--- config.mk ---
export PLATFORM = sky130hd
export DESIGN_NAME = osd_core
export DESIGN_NICKNAME = d
export VERILOG_FILES = /design/src/osd_pkg.sv /design/src/osd_sync.sv /design/src/osd_core.sv
export SDC_FILE = /design/constraint.sdc
export NUM_CORES = 1
export LEC_CHECK = 0
export BUFFER_PORTS_ARGS = -buffer_cell sky130_fd_sc_hd__buf_4
export CAP_MARGIN = 20
export CORE_MARGIN = 2
export CORE_UTILIZATION = 57
export DETAILED_ROUTE_END_ITERATION = 16
export GPL_ROUTABILITY_DRIVEN = 0
export HOLD_SLACK_MARGIN = 0.06
export PLACE_DENSITY_LB_ADDON = 0.25
export SLEW_MARGIN = 20
export SYNTH_ARGS = -nofsm -noshare
export SYNTH_HDL_FRONTEND = slang
export SYNTH_SLANG_ARGS = --single-unit
--- constraint.sdc ---
create_clock -name mclk_i -period 2 [get_ports mclk_i]
set_input_delay 0.1 -clock mclk_i [delete_from_list [all_inputs] [get_ports mclk_i]]
set_output_delay 0.1 -clock mclk_i [all_outputs]
set_load 0.05 [all_outputs]
--- src/osd_pkg.sv ---
// Purpose: constants and types for the oscillator start-up delay block
// Assumes: one clock mclk_i at 25 MHz, asynchronous active-low reset
// Notes: oscillator pin edges are sampled, never used as a clock
//
// How it works
// RULE1: Crystal modes count 1024 oscillator edges before releasing the clock.
// RULE2: Count starts after power-on, power-up timer expiry and sleep wake.
// RULE3: Execution hold stays asserted while the start-up count is running.
// RULE4: External-clock mode skips the start-up count entirely.
// RULE5: External-clock mode uses the input pin; output pin freed for I/O.
// RULE6: State is fully static; a stopped oscillator just pauses the count.
// RULE7: Any clock-source change inserts a stabilisation delay before use.
// RULE8: Three-bit configuration field selects the clock source.
// RULE9: Each trigger restarts the count from zero; release needs full count.
package osd_pkg;

    // ****************************************
    // Clock source encodings
    // ****************************************
    localparam logic [2:0] OSD_SRC_LP = 3'h0;
    localparam logic [2:0] OSD_SRC_XT = 3'h1;
    localparam logic [2:0] OSD_SRC_HS = 3'h2;
    localparam logic [2:0] OSD_SRC_EC = 3'h3;
    localparam logic [2:0] OSD_SRC_INT = 3'h4;
    localparam logic [2:0] OSD_SRC_RC = 3'h6;

    // ****************************************
    // Counts
    // ****************************************
    localparam int OSD_OST_COUNT = 1024;
    localparam int OSD_EC_INSTR_CYCLES = 2;
    localparam int OSD_CLKS_PER_INSTR = 4;
    localparam int OSD_EC_DELAY = OSD_EC_INSTR_CYCLES * OSD_CLKS_PER_INSTR;
    localparam int OSD_WARM_DELAY = 64;
    localparam logic [10:0] OSD_CNT_RESET = 11'h000;

    typedef enum logic [3:0] {
        OSD_ST_IDLE = 4'b0001,
        OSD_ST_OST = 4'b0010,
        OSD_ST_WAIT = 4'b0100,
        OSD_ST_RUN = 4'b1000
    } osd_state_t;

    typedef struct packed {
        logic por;
        logic power_up_timer_en;
        logic power_up_timer_done;
        logic wake;
        logic [2:0] fosc;
    } osd_ctrl_t;

    typedef struct packed {
        osd_state_t st;
        logic [10:0] cnt;
        logic [2:0] src;
        logic hold;
        logic por_pend;
        logic osc_prev;
    } osd_core_t;

endpackage

--- src/osd_sync.sv ---
// Purpose: two-flop synchroniser for the oscillator input pin
// Assumes: pin asynchronous to mclk_i
// Notes: first stage is read by the second stage only
`timescale 1ns/1ns
`default_nettype none
module osd_sync
    import osd_pkg::*;
(
    input wire logic mclk_i,
    input wire logic arst_n_i,
    input wire logic d_i,
    output logic q_o
);

    typedef struct packed {
        logic s1;
        logic s2;
    } osd_sync_t;

    osd_sync_t sync_q;
    osd_sync_t sync_d;

    always_comb
    begin
        sync_d.s1 = d_i;
        sync_d.s2 = sync_q.s1;
    end

    always_ff @(posedge mclk_i or negedge arst_n_i)
    begin
        if (!arst_n_i)
        begin
            sync_q <= '0;
        end
        else
        begin
            sync_q <= sync_d;
        end
    end

    assign q_o = sync_q.s2;

endmodule
`default_nettype wire

--- src/osd_core.sv ---
// Purpose: start-up hold-off for the system clock source
// Assumes: trigger inputs are synchronous to mclk_i; crystal_in_pin is not
// Notes: counts rising edges of the sampled oscillator pin
`timescale 1ns/1ns
`default_nettype none
module osd_core
    import osd_pkg::*;
#(
    parameter int OST_COUNT = OSD_OST_COUNT,
    parameter int EC_DELAY = OSD_EC_DELAY,
    parameter int WARM_DELAY = OSD_WARM_DELAY
)
(
    input wire logic mclk_i,
    input wire logic arst_n_i,
    input wire osd_ctrl_t ctrl_i,
    input wire logic crystal_in_pin_i,
    output logic hold_exec_o,
    output logic clk_ready_o,
    output logic crystal_out_pin_free_o,
    output logic [2:0] active_src_o
);

    // ****************************************
    // Parameter checks
    // ****************************************
    if (OST_COUNT < 2 || OST_COUNT > 2047 || EC_DELAY < 1 ||
        EC_DELAY > 2047 || WARM_DELAY < 1 || WARM_DELAY > 2047)
    begin : g_bad
        $error("osd_core: delay counts out of range");
    end

    localparam logic [10:0] OST_LAST = 11'(OST_COUNT - 1);
    localparam logic [10:0] EC_LAST = 11'(EC_DELAY - 1);
    localparam logic [10:0] WARM_LAST = 11'(WARM_DELAY - 1);

    logic osc_s;
    osd_core_t core_q;
    osd_core_t core_d;
    logic crystal;
    logic osc_edge;
    logic trigger;
    logic src_change;
    logic [10:0] last;

    osd_sync u_sync (
        .mclk_i(mclk_i),
        .arst_n_i(arst_n_i),
        .d_i(crystal_in_pin_i),
        .q_o(osc_s)
    );

    // ****************************************
    // Start-up sequencer
    // ****************************************
    always_comb
    begin
        crystal = (ctrl_i.fosc == OSD_SRC_LP) || (ctrl_i.fosc == OSD_SRC_XT)
            || (ctrl_i.fosc == OSD_SRC_HS);
        osc_edge = osc_s && !core_q.osc_prev;
        // RULE7: source change restarts
        src_change = (core_q.st == OSD_ST_RUN) && (ctrl_i.fosc != core_q.src);
        // RULE2: por waits for power-up timer
        trigger = (core_q.por_pend && (!ctrl_i.power_up_timer_en || ctrl_i.power_up_timer_done))
            || ctrl_i.wake || src_change;
        // RULE4: external clock gets short delay
        if (ctrl_i.fosc == OSD_SRC_EC || ctrl_i.fosc == OSD_SRC_RC)
        begin
            last = EC_LAST;
        end
        else
        begin
            last = WARM_LAST;
        end
        core_d = core_q;
        core_d.osc_prev = osc_s;
        if (ctrl_i.por)
        begin
            core_d.por_pend = 1'b1;
        end
        case (core_q.st)
            OSD_ST_IDLE:
            begin
                core_d.hold = 1'b1;
            end
            OSD_ST_OST:
            begin
                // RULE1: count oscillator edges
                // RULE6: stopped oscillator pauses count
                if (osc_edge)
                begin
                    if (core_q.cnt == OST_LAST)
                    begin
                        core_d.st = OSD_ST_RUN;
                        core_d.hold = 1'b0;
                    end
                    else
                    begin
                        core_d.cnt = core_q.cnt + 11'h001;
                    end
                end
            end
            OSD_ST_WAIT:
            begin
                if (core_q.cnt == last)
                begin
                    core_d.st = OSD_ST_RUN;
                    core_d.hold = 1'b0;
                end
                else
                begin
                    core_d.cnt = core_q.cnt + 11'h001;
                end
            end
            OSD_ST_RUN:
            begin
                core_d.hold = 1'b0;
            end
            default:
            begin
                core_d.st = OSD_ST_IDLE;
                core_d.hold = 1'b1;
            end
        endcase
        // RULE9: every trigger restarts count
        if (trigger && !ctrl_i.por)
        begin
            core_d.por_pend = 1'b0;
            core_d.cnt = OSD_CNT_RESET;
            core_d.hold = 1'b1;
            // RULE8: configuration selects source
            core_d.src = ctrl_i.fosc;
            core_d.st = crystal ? OSD_ST_OST : OSD_ST_WAIT;
        end
        else if (ctrl_i.por)
        begin
            core_d.st = OSD_ST_IDLE;
            core_d.hold = 1'b1;
            core_d.cnt = OSD_CNT_RESET;
        end
    end

    always_ff @(posedge mclk_i or negedge arst_n_i)
    begin
        if (!arst_n_i)
        begin
            core_q.st <= OSD_ST_IDLE;
            core_q.cnt <= OSD_CNT_RESET;
            core_q.src <= OSD_SRC_LP;
            core_q.hold <= 1'b1;
            core_q.por_pend <= 1'b1;
            core_q.osc_prev <= 1'b0;
        end
        else
        begin
            core_q <= core_d;
        end
    end

    // RULE3: hold execution while counting
    assign hold_exec_o = core_q.hold;
    assign clk_ready_o = !core_q.hold;
    // RULE5: external clock frees output pin
    assign crystal_out_pin_free_o = (core_q.src == OSD_SRC_EC);
    assign active_src_o = core_q.src;
endmodule
`default_nettype wire

==> results of run 1 <==
kinds of logic after synthesis:
family,after synthesis,synth area share (%)
compound gates,33,17.0
xor+xnor,5,3.20
fa+ha+maj,1,0.914
buf+inv,7,2.92
flops,23,42.3
mux,11,8.32
simple gates,64,25.3
per-stage QoR:
stage	hold slack, ns	util [%]	setup WS [ns]	area (µm²)	total power, mW
finish	0.0898	72.3	0.125	1610	0.923
global placement	0.00803	67.3	0.169	1500	0.691
global route	0.0609	72.3	-0.0247	1610	0.964
floorplan	-0.196	-	0.248	1370	0.643
detailed placement	0.0139	67.3	0.0945	1500	0.699
CTS	0.0757	70.7	0.0523	1580	0.924
final timing paths:
check | start | slack, ns | end | cells after the start
max reg2reg | core_q[6] | 0.13 | core_q[20] | 6
max | core_q[6] | 0.13 | core_q[20] | 6
min reg2reg | u_sync.sync_d[0] | 0.37 | u_sync.q_o | 0
min | ctrl_i[1] | 0.09 | active_src_o[1] | 2
min in group asynchronous | arst_n_i | 0.20 | core_q[15] | 2
max in group asynchronous | arst_n_i | 1.51 | core_q[17] | 2
metal layers:
layer	global-route usage [%]	vias up	part of all wire (%)
li1	-	561	-
met1	28.0	536	44
met2	43.1	16	53
met3	3.67	2	2.3
met4	6.41	0	0.45
met5	0	-	0
where the power goes:
| group | switching [mW] | total, mW | internal (mW) |
|---|---|---|---|
| sequential | 0.0219 | 0.509 | 0.487 |
| combinational | 0.118 | 0.193 | 0.0750 |
| clock | 0.144 | 0.222 | 0.0777 |
flip-flops by register name, indices dropped and copies added (netlist names):
name and cells:
core_q 17, u_sync.q_o 1, u_sync.sync_d 1, hold_exec_o 1, active_src_o 3
cell usage after synthesis (3+ instances only):
| cell type | instances |
|---|---|
| xor2_1 | 4 |
| dfstp_2 | 3 |
| mux2_2 | 3 |
| a21oi_1 | 13 |
| nand3_1 | 9 |
| dfrtp_1 | 20 |
| buf_4 | 3 |
| a211oi_1 | 4 |
| nor2_1 | 9 |
| nor3_1 | 3 |
| nor4_1 | 4 |
| mux2i_1 | 8 |
| nor2b_1 | 3 |
| nand2b_1 | 8 |
| nand2_1 | 16 |
final cells by class:
type | instances | share of cell area [%]
tap | 28 | 2.17
inverter | 1 | 0.233
timing repair buffer | 23 | 11.5
sequential | 23 | 36.0
clock buffer | 4 | 1.63
multi-input combinational | 114 | 48.5
timing repair:
action	CTS	global route
hold buffers	5	0
endpoints found under the hold margin	29	0
gates resized for setup	0	8
endpoints found under the setup margin	0	6
==> out/results.tsv, run 1 <==
metric	value	unit
p_leak	0.618	nW
die_y	53.0	µm
remaining_drc_errors	0	
synth_top_cell_area_share	36.6	%
tns	0	ns
holdCritPathClass	input port to register	
coreArea	0.00223	mm²
regArea	581	µm²
drive_above_1_share	25.5	%
setup_violations	0	
skew	0.000870	ns
p_per_area	572	mW/mm²
async_flop_share	100	%
critPathBufInv	0	
detail_route.wl_per_cell	14.9	µm
die-area	0.00281	mm²
synth-seq-cells	23	
ys_types	43	
synth_ff_type	dfrtp_1	
tightest_slew	0.490	ns
wirelength	2880	µm
post-route-period-util	93.7	%
ios	16	
crit_arrival	2.10	ns
critPathCaptureType	register	
dpl.hpwl	1980	µm
irDropWorstVdd	0.000557	V
status	finished clean	
initial_utilization	61.3	%
fillerInstances	179	
critical_path_class	register to register	
cp.required	2.23	ns
syn_area	0.00137	mm²
synth_nets	155	
clk_latency	0.31	ns
synth_cells	144	
grt_max_degree	24	
drtIter0Drc	21	
cts_buffers	3	
synthTopCellsByArea	dfrtp_1 (37%), mux2i_1 (5.9%), dfstp_2 (5.8%)	
antenna_left	0	
cp-start-kind	register	
slowest_delay	0.43	ns
grt_overflow_total	0	
viasPerCell	5.78	
fmaxAchievable	0.533	GHz
die_x	53.0	µm
clk_pin_slew	0.13	ns
antennaDiodeCount	0	
relSlewSlack	67.0	%
grt_use_total	23.5	%
postCtsSetupBuffers	0	
crit_path_max_fanout	5	
fin_crit	1.87	ns
hold_violations	0	
grt_pass1_wl	4820	µm
most-common-layout-cells	dfrtp_1 (19), buf_4 (18), nand2_1 (16)	
clockBufferDepth	2	
cts_tree	done	
std_cell_rows	17	
nets	177	
drv_slew	0	
final_common_cell	dfrtp_1	
multi_input_area	783	µm²
worstPathCellList	ha_2 > nand3b_1 > nor3_2 > a21oi_1 > or3b_1 > a311oi_2	
grt_pass1_vias	1168	
port_buffers	15	
clockRootBuffer	clkbuf_4	
seq_area_frac_synth	42.3	%
dp_cells	184	
cts_num_sinks	23	
cts-htree-levels	1	
cp_top_family	simple AND/OR/NAND/NOR gates	
antenna_found_initial	0	
dr_total_vias	1115	
drtPass1Iterations	4	
instances_no_fill	193	
synth-edff-count	0	
drv_cap	0	
yosys.area.top_type	dfrtp_1	
crit_slowest_cell	dfrtp_1	
ys.warnings.count	0	
area_growth	17.9	%
avgSynthCellArea	9.51	µm²
No activity file was read; power rests on OpenSTA's default activity.
==> run 2: changes to the inputs <==
--- a/config.mk
+++ b/config.mk
@@ -13,6 +13,7 @@
 export GPL_ROUTABILITY_DRIVEN = 0
 export HOLD_SLACK_MARGIN = 0.06
 export PLACE_DENSITY_LB_ADDON = 0.25
+export SETUP_SLACK_MARGIN = 0.15
 export SLEW_MARGIN = 20
 export SYNTH_ARGS = -nofsm -noshare
 export SYNTH_HDL_FRONTEND = slang
==> out/results.tsv, run 2 (same netlist as run 1, synthesis figures left out) <==
metric	value	unit	change
status	finished clean		unchanged
grt_pass1_wl	4910	µm	was 4820 µm
drtIter0Drc	22		was 21
wirelength	3240	µm	was 2880 µm
m1WireLength	1290	µm	was 1270 µm
slowest_delay	0.46	ns	was 0.43 ns
die_y	53.0	µm	unchanged
clockRootBuffer	clkbuf_4		unchanged
crit_top_cell	or3_4		
ios	16		unchanged
skew	0.00652	ns	was 0.000870 ns
cts_buffers	3		unchanged
grt_overflow_total	0		unchanged
cts-htree-levels	1		unchanged
drv_slew	0		unchanged
initial_utilization	61.3	%	unchanged
cp_top_family	simple AND/OR/NAND/NOR gates		unchanged
top_register	core_q		unchanged
dpl.hpwl	1980	µm	unchanged
coreArea	0.00223	mm²	unchanged
final_common_cell	buf_4		was dfrtp_1
route.met2.wl	1750	µm	was 1530 µm
critPathCaptureType	register		unchanged
cts_tree	done		unchanged
cp-start-kind	register		unchanged
setup_violations	0		unchanged
grt_max_degree	24		unchanged
critical_path_class	register to register		unchanged
hold_violations	0		unchanged
instances_no_fill	199		was 193
topRoutingLayerUsed	met4		unchanged
port_buffers	15		unchanged
grt_pass1_vias	1180		was 1168
irDropWorstVdd	0.000558	V	was 0.000557 V
relSlewSlack	73.9	%	was 67.0%
drv_cap	0		unchanged
largest_reg_flops	17		unchanged
p_per_area	532	mW/mm²	was 572 mW/mm²
p_leak	0.653	nW	was 0.618 nW
detail_route.wl_per_cell	16.3	µm	was 14.9 µm
clk_pin_slew	0.13	ns	about the same
cp.required	2.21	ns	was 2.23 ns
grt_use_total	23.9	%	was 23.5%
nets	183		was 177
crit_slowest_cell	dfrtp_2		was dfrtp_1
holdCritPathClass	input port to register		unchanged
finalWorstSetupSlack	0.0995	ns	was 0.125 ns
clockBufferDepth	2		unchanged
dp_cells	184		unchanged
post-route-period-util	95.0	%	was 93.7%
crit_path_max_fanout	4		was 5
worstPathCellList	buf_6 > nand3_4 > or3_4 > or3_4 > o31a_1 > o21a_1		was ha_2 > nand3b_1 > nor3_2 > a21oi_1 > or3b_1 > a311oi_2
fillerInstances	148		was 179
crit_arrival	2.12	ns	was 2.10 ns
most-common-layout-cells	buf_4 (21), dfrtp_1 (17), nand2_1 (16)		was dfrtp_1 (19), buf_4 (18), nand2_1 (16)
rsz0062_at_grt	yes		
met3_wirelength	148	µm	was 67 µm
critPathBufInv	1		was 0
antenna_left	0		unchanged
die-area	0.00281	mm²	unchanged
std_cell_rows	17		unchanged
die_x	53.0	µm	unchanged
remaining_drc_errors	0		unchanged
fin_crit	1.90	ns	was 1.87 ns
cts_num_sinks	23		unchanged
drtPass1Iterations	4		unchanged
drive_above_1_share	35.7	%	was 25.5%
dr_total_vias	1181		was 1115
dp_slack	0.0945	ns	unchanged
fmaxAchievable	0.526	GHz	was 0.533 GHz
viasPerCell	5.93		was 5.78
antenna_found_initial	0		unchanged
antennaDiodeCount	0		unchanged
tightest_slew	0.386	ns	was 0.490 ns
clk_latency	0.31	ns	about the same
tns	0	ns	unchanged
area_growth	28.2	%	was 17.9%
run 2: cell type report:
class / instances / area [µm²] / area share, %
clock buffers: 4 / 26.3 / 1.50
inverters: 1 / 3.75 / 0.214
flip-flops and latches: 23 / 583 / 33.2
multi-input cells: 114 / 872 / 49.7
repair buffers: 29 / 235 / 13.4
well taps: 28 / 35.0 / 2.00
run 2: metrics by stage:
step           power [mW]  hold slack (ns)  cell area [µm²]  util [%]
3_3_place_gp        0.691          0.00803             1500      67.3
6_report            0.934           0.0940             1760      78.6
3_5_place_dp        0.699           0.0139             1500      67.3
2_1_floorplan       0.643           -0.196             1370         -
5_1_grt             0.976           0.0633             1760      78.6
4_1_cts             0.925           0.0757             1600      71.5
run 2: worst paths after layout:
check                                  from              end  slack [ns]  cells after the start
min reg2reg                u_sync.sync_d[0]       u_sync.q_o        0.37                      0
min in group asynchronous          arst_n_i       core_q[13]        0.20                      2
max in group asynchronous          arst_n_i        core_q[1]        1.51                      2
max reg2reg                       core_q[6]       core_q[13]         0.1                      6
max                               core_q[6]       core_q[13]         0.1                      6
min                               ctrl_i[1]  active_src_o[1]        0.09                      2
run 2: report_power, final:
group | total (mW) | internal, mW | switching, mW
combinational | 0.204 | 0.0807 | 0.124
sequential | 0.510 | 0.487 | 0.0228
clock | 0.220 | 0.0777 | 0.142
run 2: per-layer routing:
| layer | vias to the layer above | GRT usage (%) |
|---|---|---|
| li1 | 571 | - |
| met3 | 8 | 3.95 |
| met2 | 40 | 43.8 |
| met5 | - | 0 |
| met4 | 0 | 6.41 |
| met1 | 562 | 28.6 |
run 2: timing repair:
| item | 4_1_cts | 5_1_grt |
|---|---|---|
| hold buffers | 5 | 0 |
| pin swaps | 0 | 6 |
| gates resized for setup | 5 | 24 |
| hold endpoints to repair | 29 | 0 |
| endpoints found under the setup margin | 7 | 13 |
| setup buffers | 0 | 5 |
| cloned | 0 | 1 |
==> run 3: changes to the inputs <==
--- a/config.mk
+++ b/config.mk
@@ -8,7 +8,8 @@
 export BUFFER_PORTS_ARGS = -buffer_cell sky130_fd_sc_hd__buf_4
 export CAP_MARGIN = 20
 export CORE_MARGIN = 2
-export CORE_UTILIZATION = 57
+export CORE_UTILIZATION = 60
+export CTS_CLUSTER_SIZE = 25
 export DETAILED_ROUTE_END_ITERATION = 16
 export GPL_ROUTABILITY_DRIVEN = 0
 export HOLD_SLACK_MARGIN = 0.06
==> constraint.sdc (replaced) <==
create_clock -name mclk_i -period 2.45 [get_ports mclk_i]
set_input_delay 0.1225 -clock mclk_i [delete_from_list [all_inputs] [get_ports mclk_i]]
set_output_delay 0.1225 -clock mclk_i [all_outputs]
set_load 0.05 [all_outputs]
==> out/results.tsv, run 3 (same netlist as run 1, synthesis figures left out) <==
metric	value	unit	change
reg2reg_from	core_q[6]		unchanged
cts-htree-levels	1		unchanged
clk_pin_slew	0.12	ns	was 0.13 ns
irDropWorstVdd	0.000423	V	was 0.000558 V
hold_violations	0		unchanged
die_y	51.8	µm	was 53.0 µm
drtIter0Drc	30		was 22
critical_path_class	register to register		unchanged
tns	0	ns	unchanged
coreArea	0.00219	mm²	was 0.00223 mm²
setup_violations	0		unchanged
detail_route.wl_per_cell	14.1	µm	was 16.3 µm
ios	16		unchanged
holdCritPathClass	input port to register		unchanged
initial_utilization	62.5	%	was 61.3%
most-common-layout-cells	dfrtp_1 (20), nand2_1 (16), buf_4 (16)		was buf_4 (21), dfrtp_1 (17), nand2_1 (16)
drtPass1Iterations	4		unchanged
std_cell_rows	17		unchanged
final_common_cell	dfrtp_1		was buf_4
top_register	core_q		unchanged
port_buffers	15		unchanged
drv_slew	0		unchanged
dr_total_vias	1123		was 1181
hold_depth	2		unchanged
antenna_found_initial	0		unchanged
skew	0.00613	ns	was 0.00652 ns
antenna_left	0		unchanged
nets	173		was 183
grt_pass1_wl	4500	µm	was 4910 µm
crit_path_start	core_q[6]		unchanged
grt_overflow_total	0		unchanged
fmaxAchievable	0.514	GHz	was 0.526 GHz
clockBufferDepth	2		unchanged
grt_use_total	22.7	%	was 23.9%
tightest_slew	0.561	ns	was 0.386 ns
r2r_cells	6		unchanged
timing.rr.end	core_q[20]		was core_q[13]
die-area	0.00268	mm²	was 0.00281 mm²
dp_cells	182		was 184
hold_path_end	active_src_o[0]		was active_src_o[1]
wirelength	2660	µm	was 3240 µm
cts_tree	done		unchanged
die_x	51.8	µm	was 53.0 µm
area_growth	12.8	%	was 28.2%
fillerInstances	169		was 148
p_per_area	475	mW/mm²	was 532 mW/mm²
p_leak	0.604	nW	was 0.653 nW
hold_start	ctrl_i[0]		was ctrl_i[1]
drive_above_1_share	19.9	%	was 35.7%
antennaDiodeCount	0		unchanged
cp-start-kind	register		unchanged
largest_reg_flops	17		unchanged
crit_arrival	2.15	ns	was 2.12 ns
clockRootBuffer	clkbuf_4		unchanged
cts-resized-gates	0		was 5
rsz0062_at_grt	no		was yes
remaining_drc_errors	0		unchanged
cp.required	2.66	ns	was 2.21 ns
dpl.hpwl	2010	µm	was 1980 µm
cts_num_sinks	23		unchanged
fin_crit	1.95	ns	was 1.90 ns
clk_latency	0.30	ns	was 0.31 ns
ff2ff_setup_slack	0.50	ns	was 0.1 ns
status	finished clean		unchanged
grt_pass1_vias	1066		was 1180
drv_cap	0		unchanged
instances_no_fill	189		was 199
grt_max_degree	24		unchanged
relSlewSlack	62.6	%	was 73.9%
viasPerCell	5.94		was 5.93
crit_path_max_fanout	5		was 4
cts_buffers	3		unchanged
critPathCaptureType	register		unchanged
post-route-period-util	79.5	%	was 95.0%
==> run 3: cell count changes in the layout (fill, tap and decap cells not counted), sizes merged <==
cell / delta
buf: -8
dlygate4sd3: -2
==> run 3: worst max-delay path: stages (launching register included) <==
cell and delay [ns]:
dfrtp_1 0.43, ha_1 0.26, nand3b_1 0.13, nor3_1 0.28
a21oi_1 0.15, or3b_1 0.36, a311oi_1 0.25
==> run 3: stage by stage <==
| step | utilization, % | hold slack (ns) | power, mW | area, µm² | setup WS, ns |
|---|---|---|---|---|---|
| CTS | 70.5 | 0.0885 | 0.740 | 1540 | 0.514 |
| floorplan | - | -0.173 | 0.525 | 1370 | 0.698 |
| global placement | 67.9 | 0.0295 | 0.561 | 1490 | 0.609 |
| detailed placement | 67.9 | 0.0302 | 0.567 | 1490 | 0.536 |
| global route | 70.5 | 0.0917 | 0.767 | 1540 | 0.309 |
| finish | 70.5 | 0.0917 | 0.733 | 1540 | 0.503 |
==> run 3: cell type report <==
type | instances | area (µm²) | share of cell area, %
clock buffer | 4 | 26.3 | 1.70
inverter | 1 | 3.75 | 0.243
timing repair buffer | 19 | 150 | 9.72
multi-input combinational | 114 | 749 | 48.5
tap | 28 | 35.0 | 2.27
sequential | 23 | 579 | 37.5
==> run 3: power by group <==
group / switching, mW / internal [mW] / leakage, nW
Sequential: 0.0176 / 0.397 / 0.295
Combinational: 0.0924 / 0.0561 / 0.293
Clock: 0.106 / 0.0633 / 0.0150
==> run 3: layer usage <==
| layer | wire [µm] | track usage [%] | part of all wire [%] | vias to the layer above |
|---|---|---|---|---|
| li1 | - | - | - | 554 |
| met1 | 1230 | 27.4 | 46 | 550 |
| met2 | 1350 | 40.8 | 51 | 17 |
| met3 | 66 | 3.74 | 2.5 | 2 |
| met4 | 16 | 7.46 | 0.60 | 0 |
| met5 | 0 | 0 | 0 | - |
==> run 3: repair_timing <==
item,CTS,global route
hold buffers,3,0
buffers inserted,0,0
hold endpoints to repair,26,0
==> run 3: worst max-delay path by stage <==
stage / to / cells past startpoint
6_report: core_q[20] / 6
2_1_floorplan: core_q[13] / 5
5_1_grt: core_q[20] / 6
3_5_place_dp: core_q[20] / 6
4_1_cts: core_q[20] / 6
3_3_place_gp: core_q[20] / 6
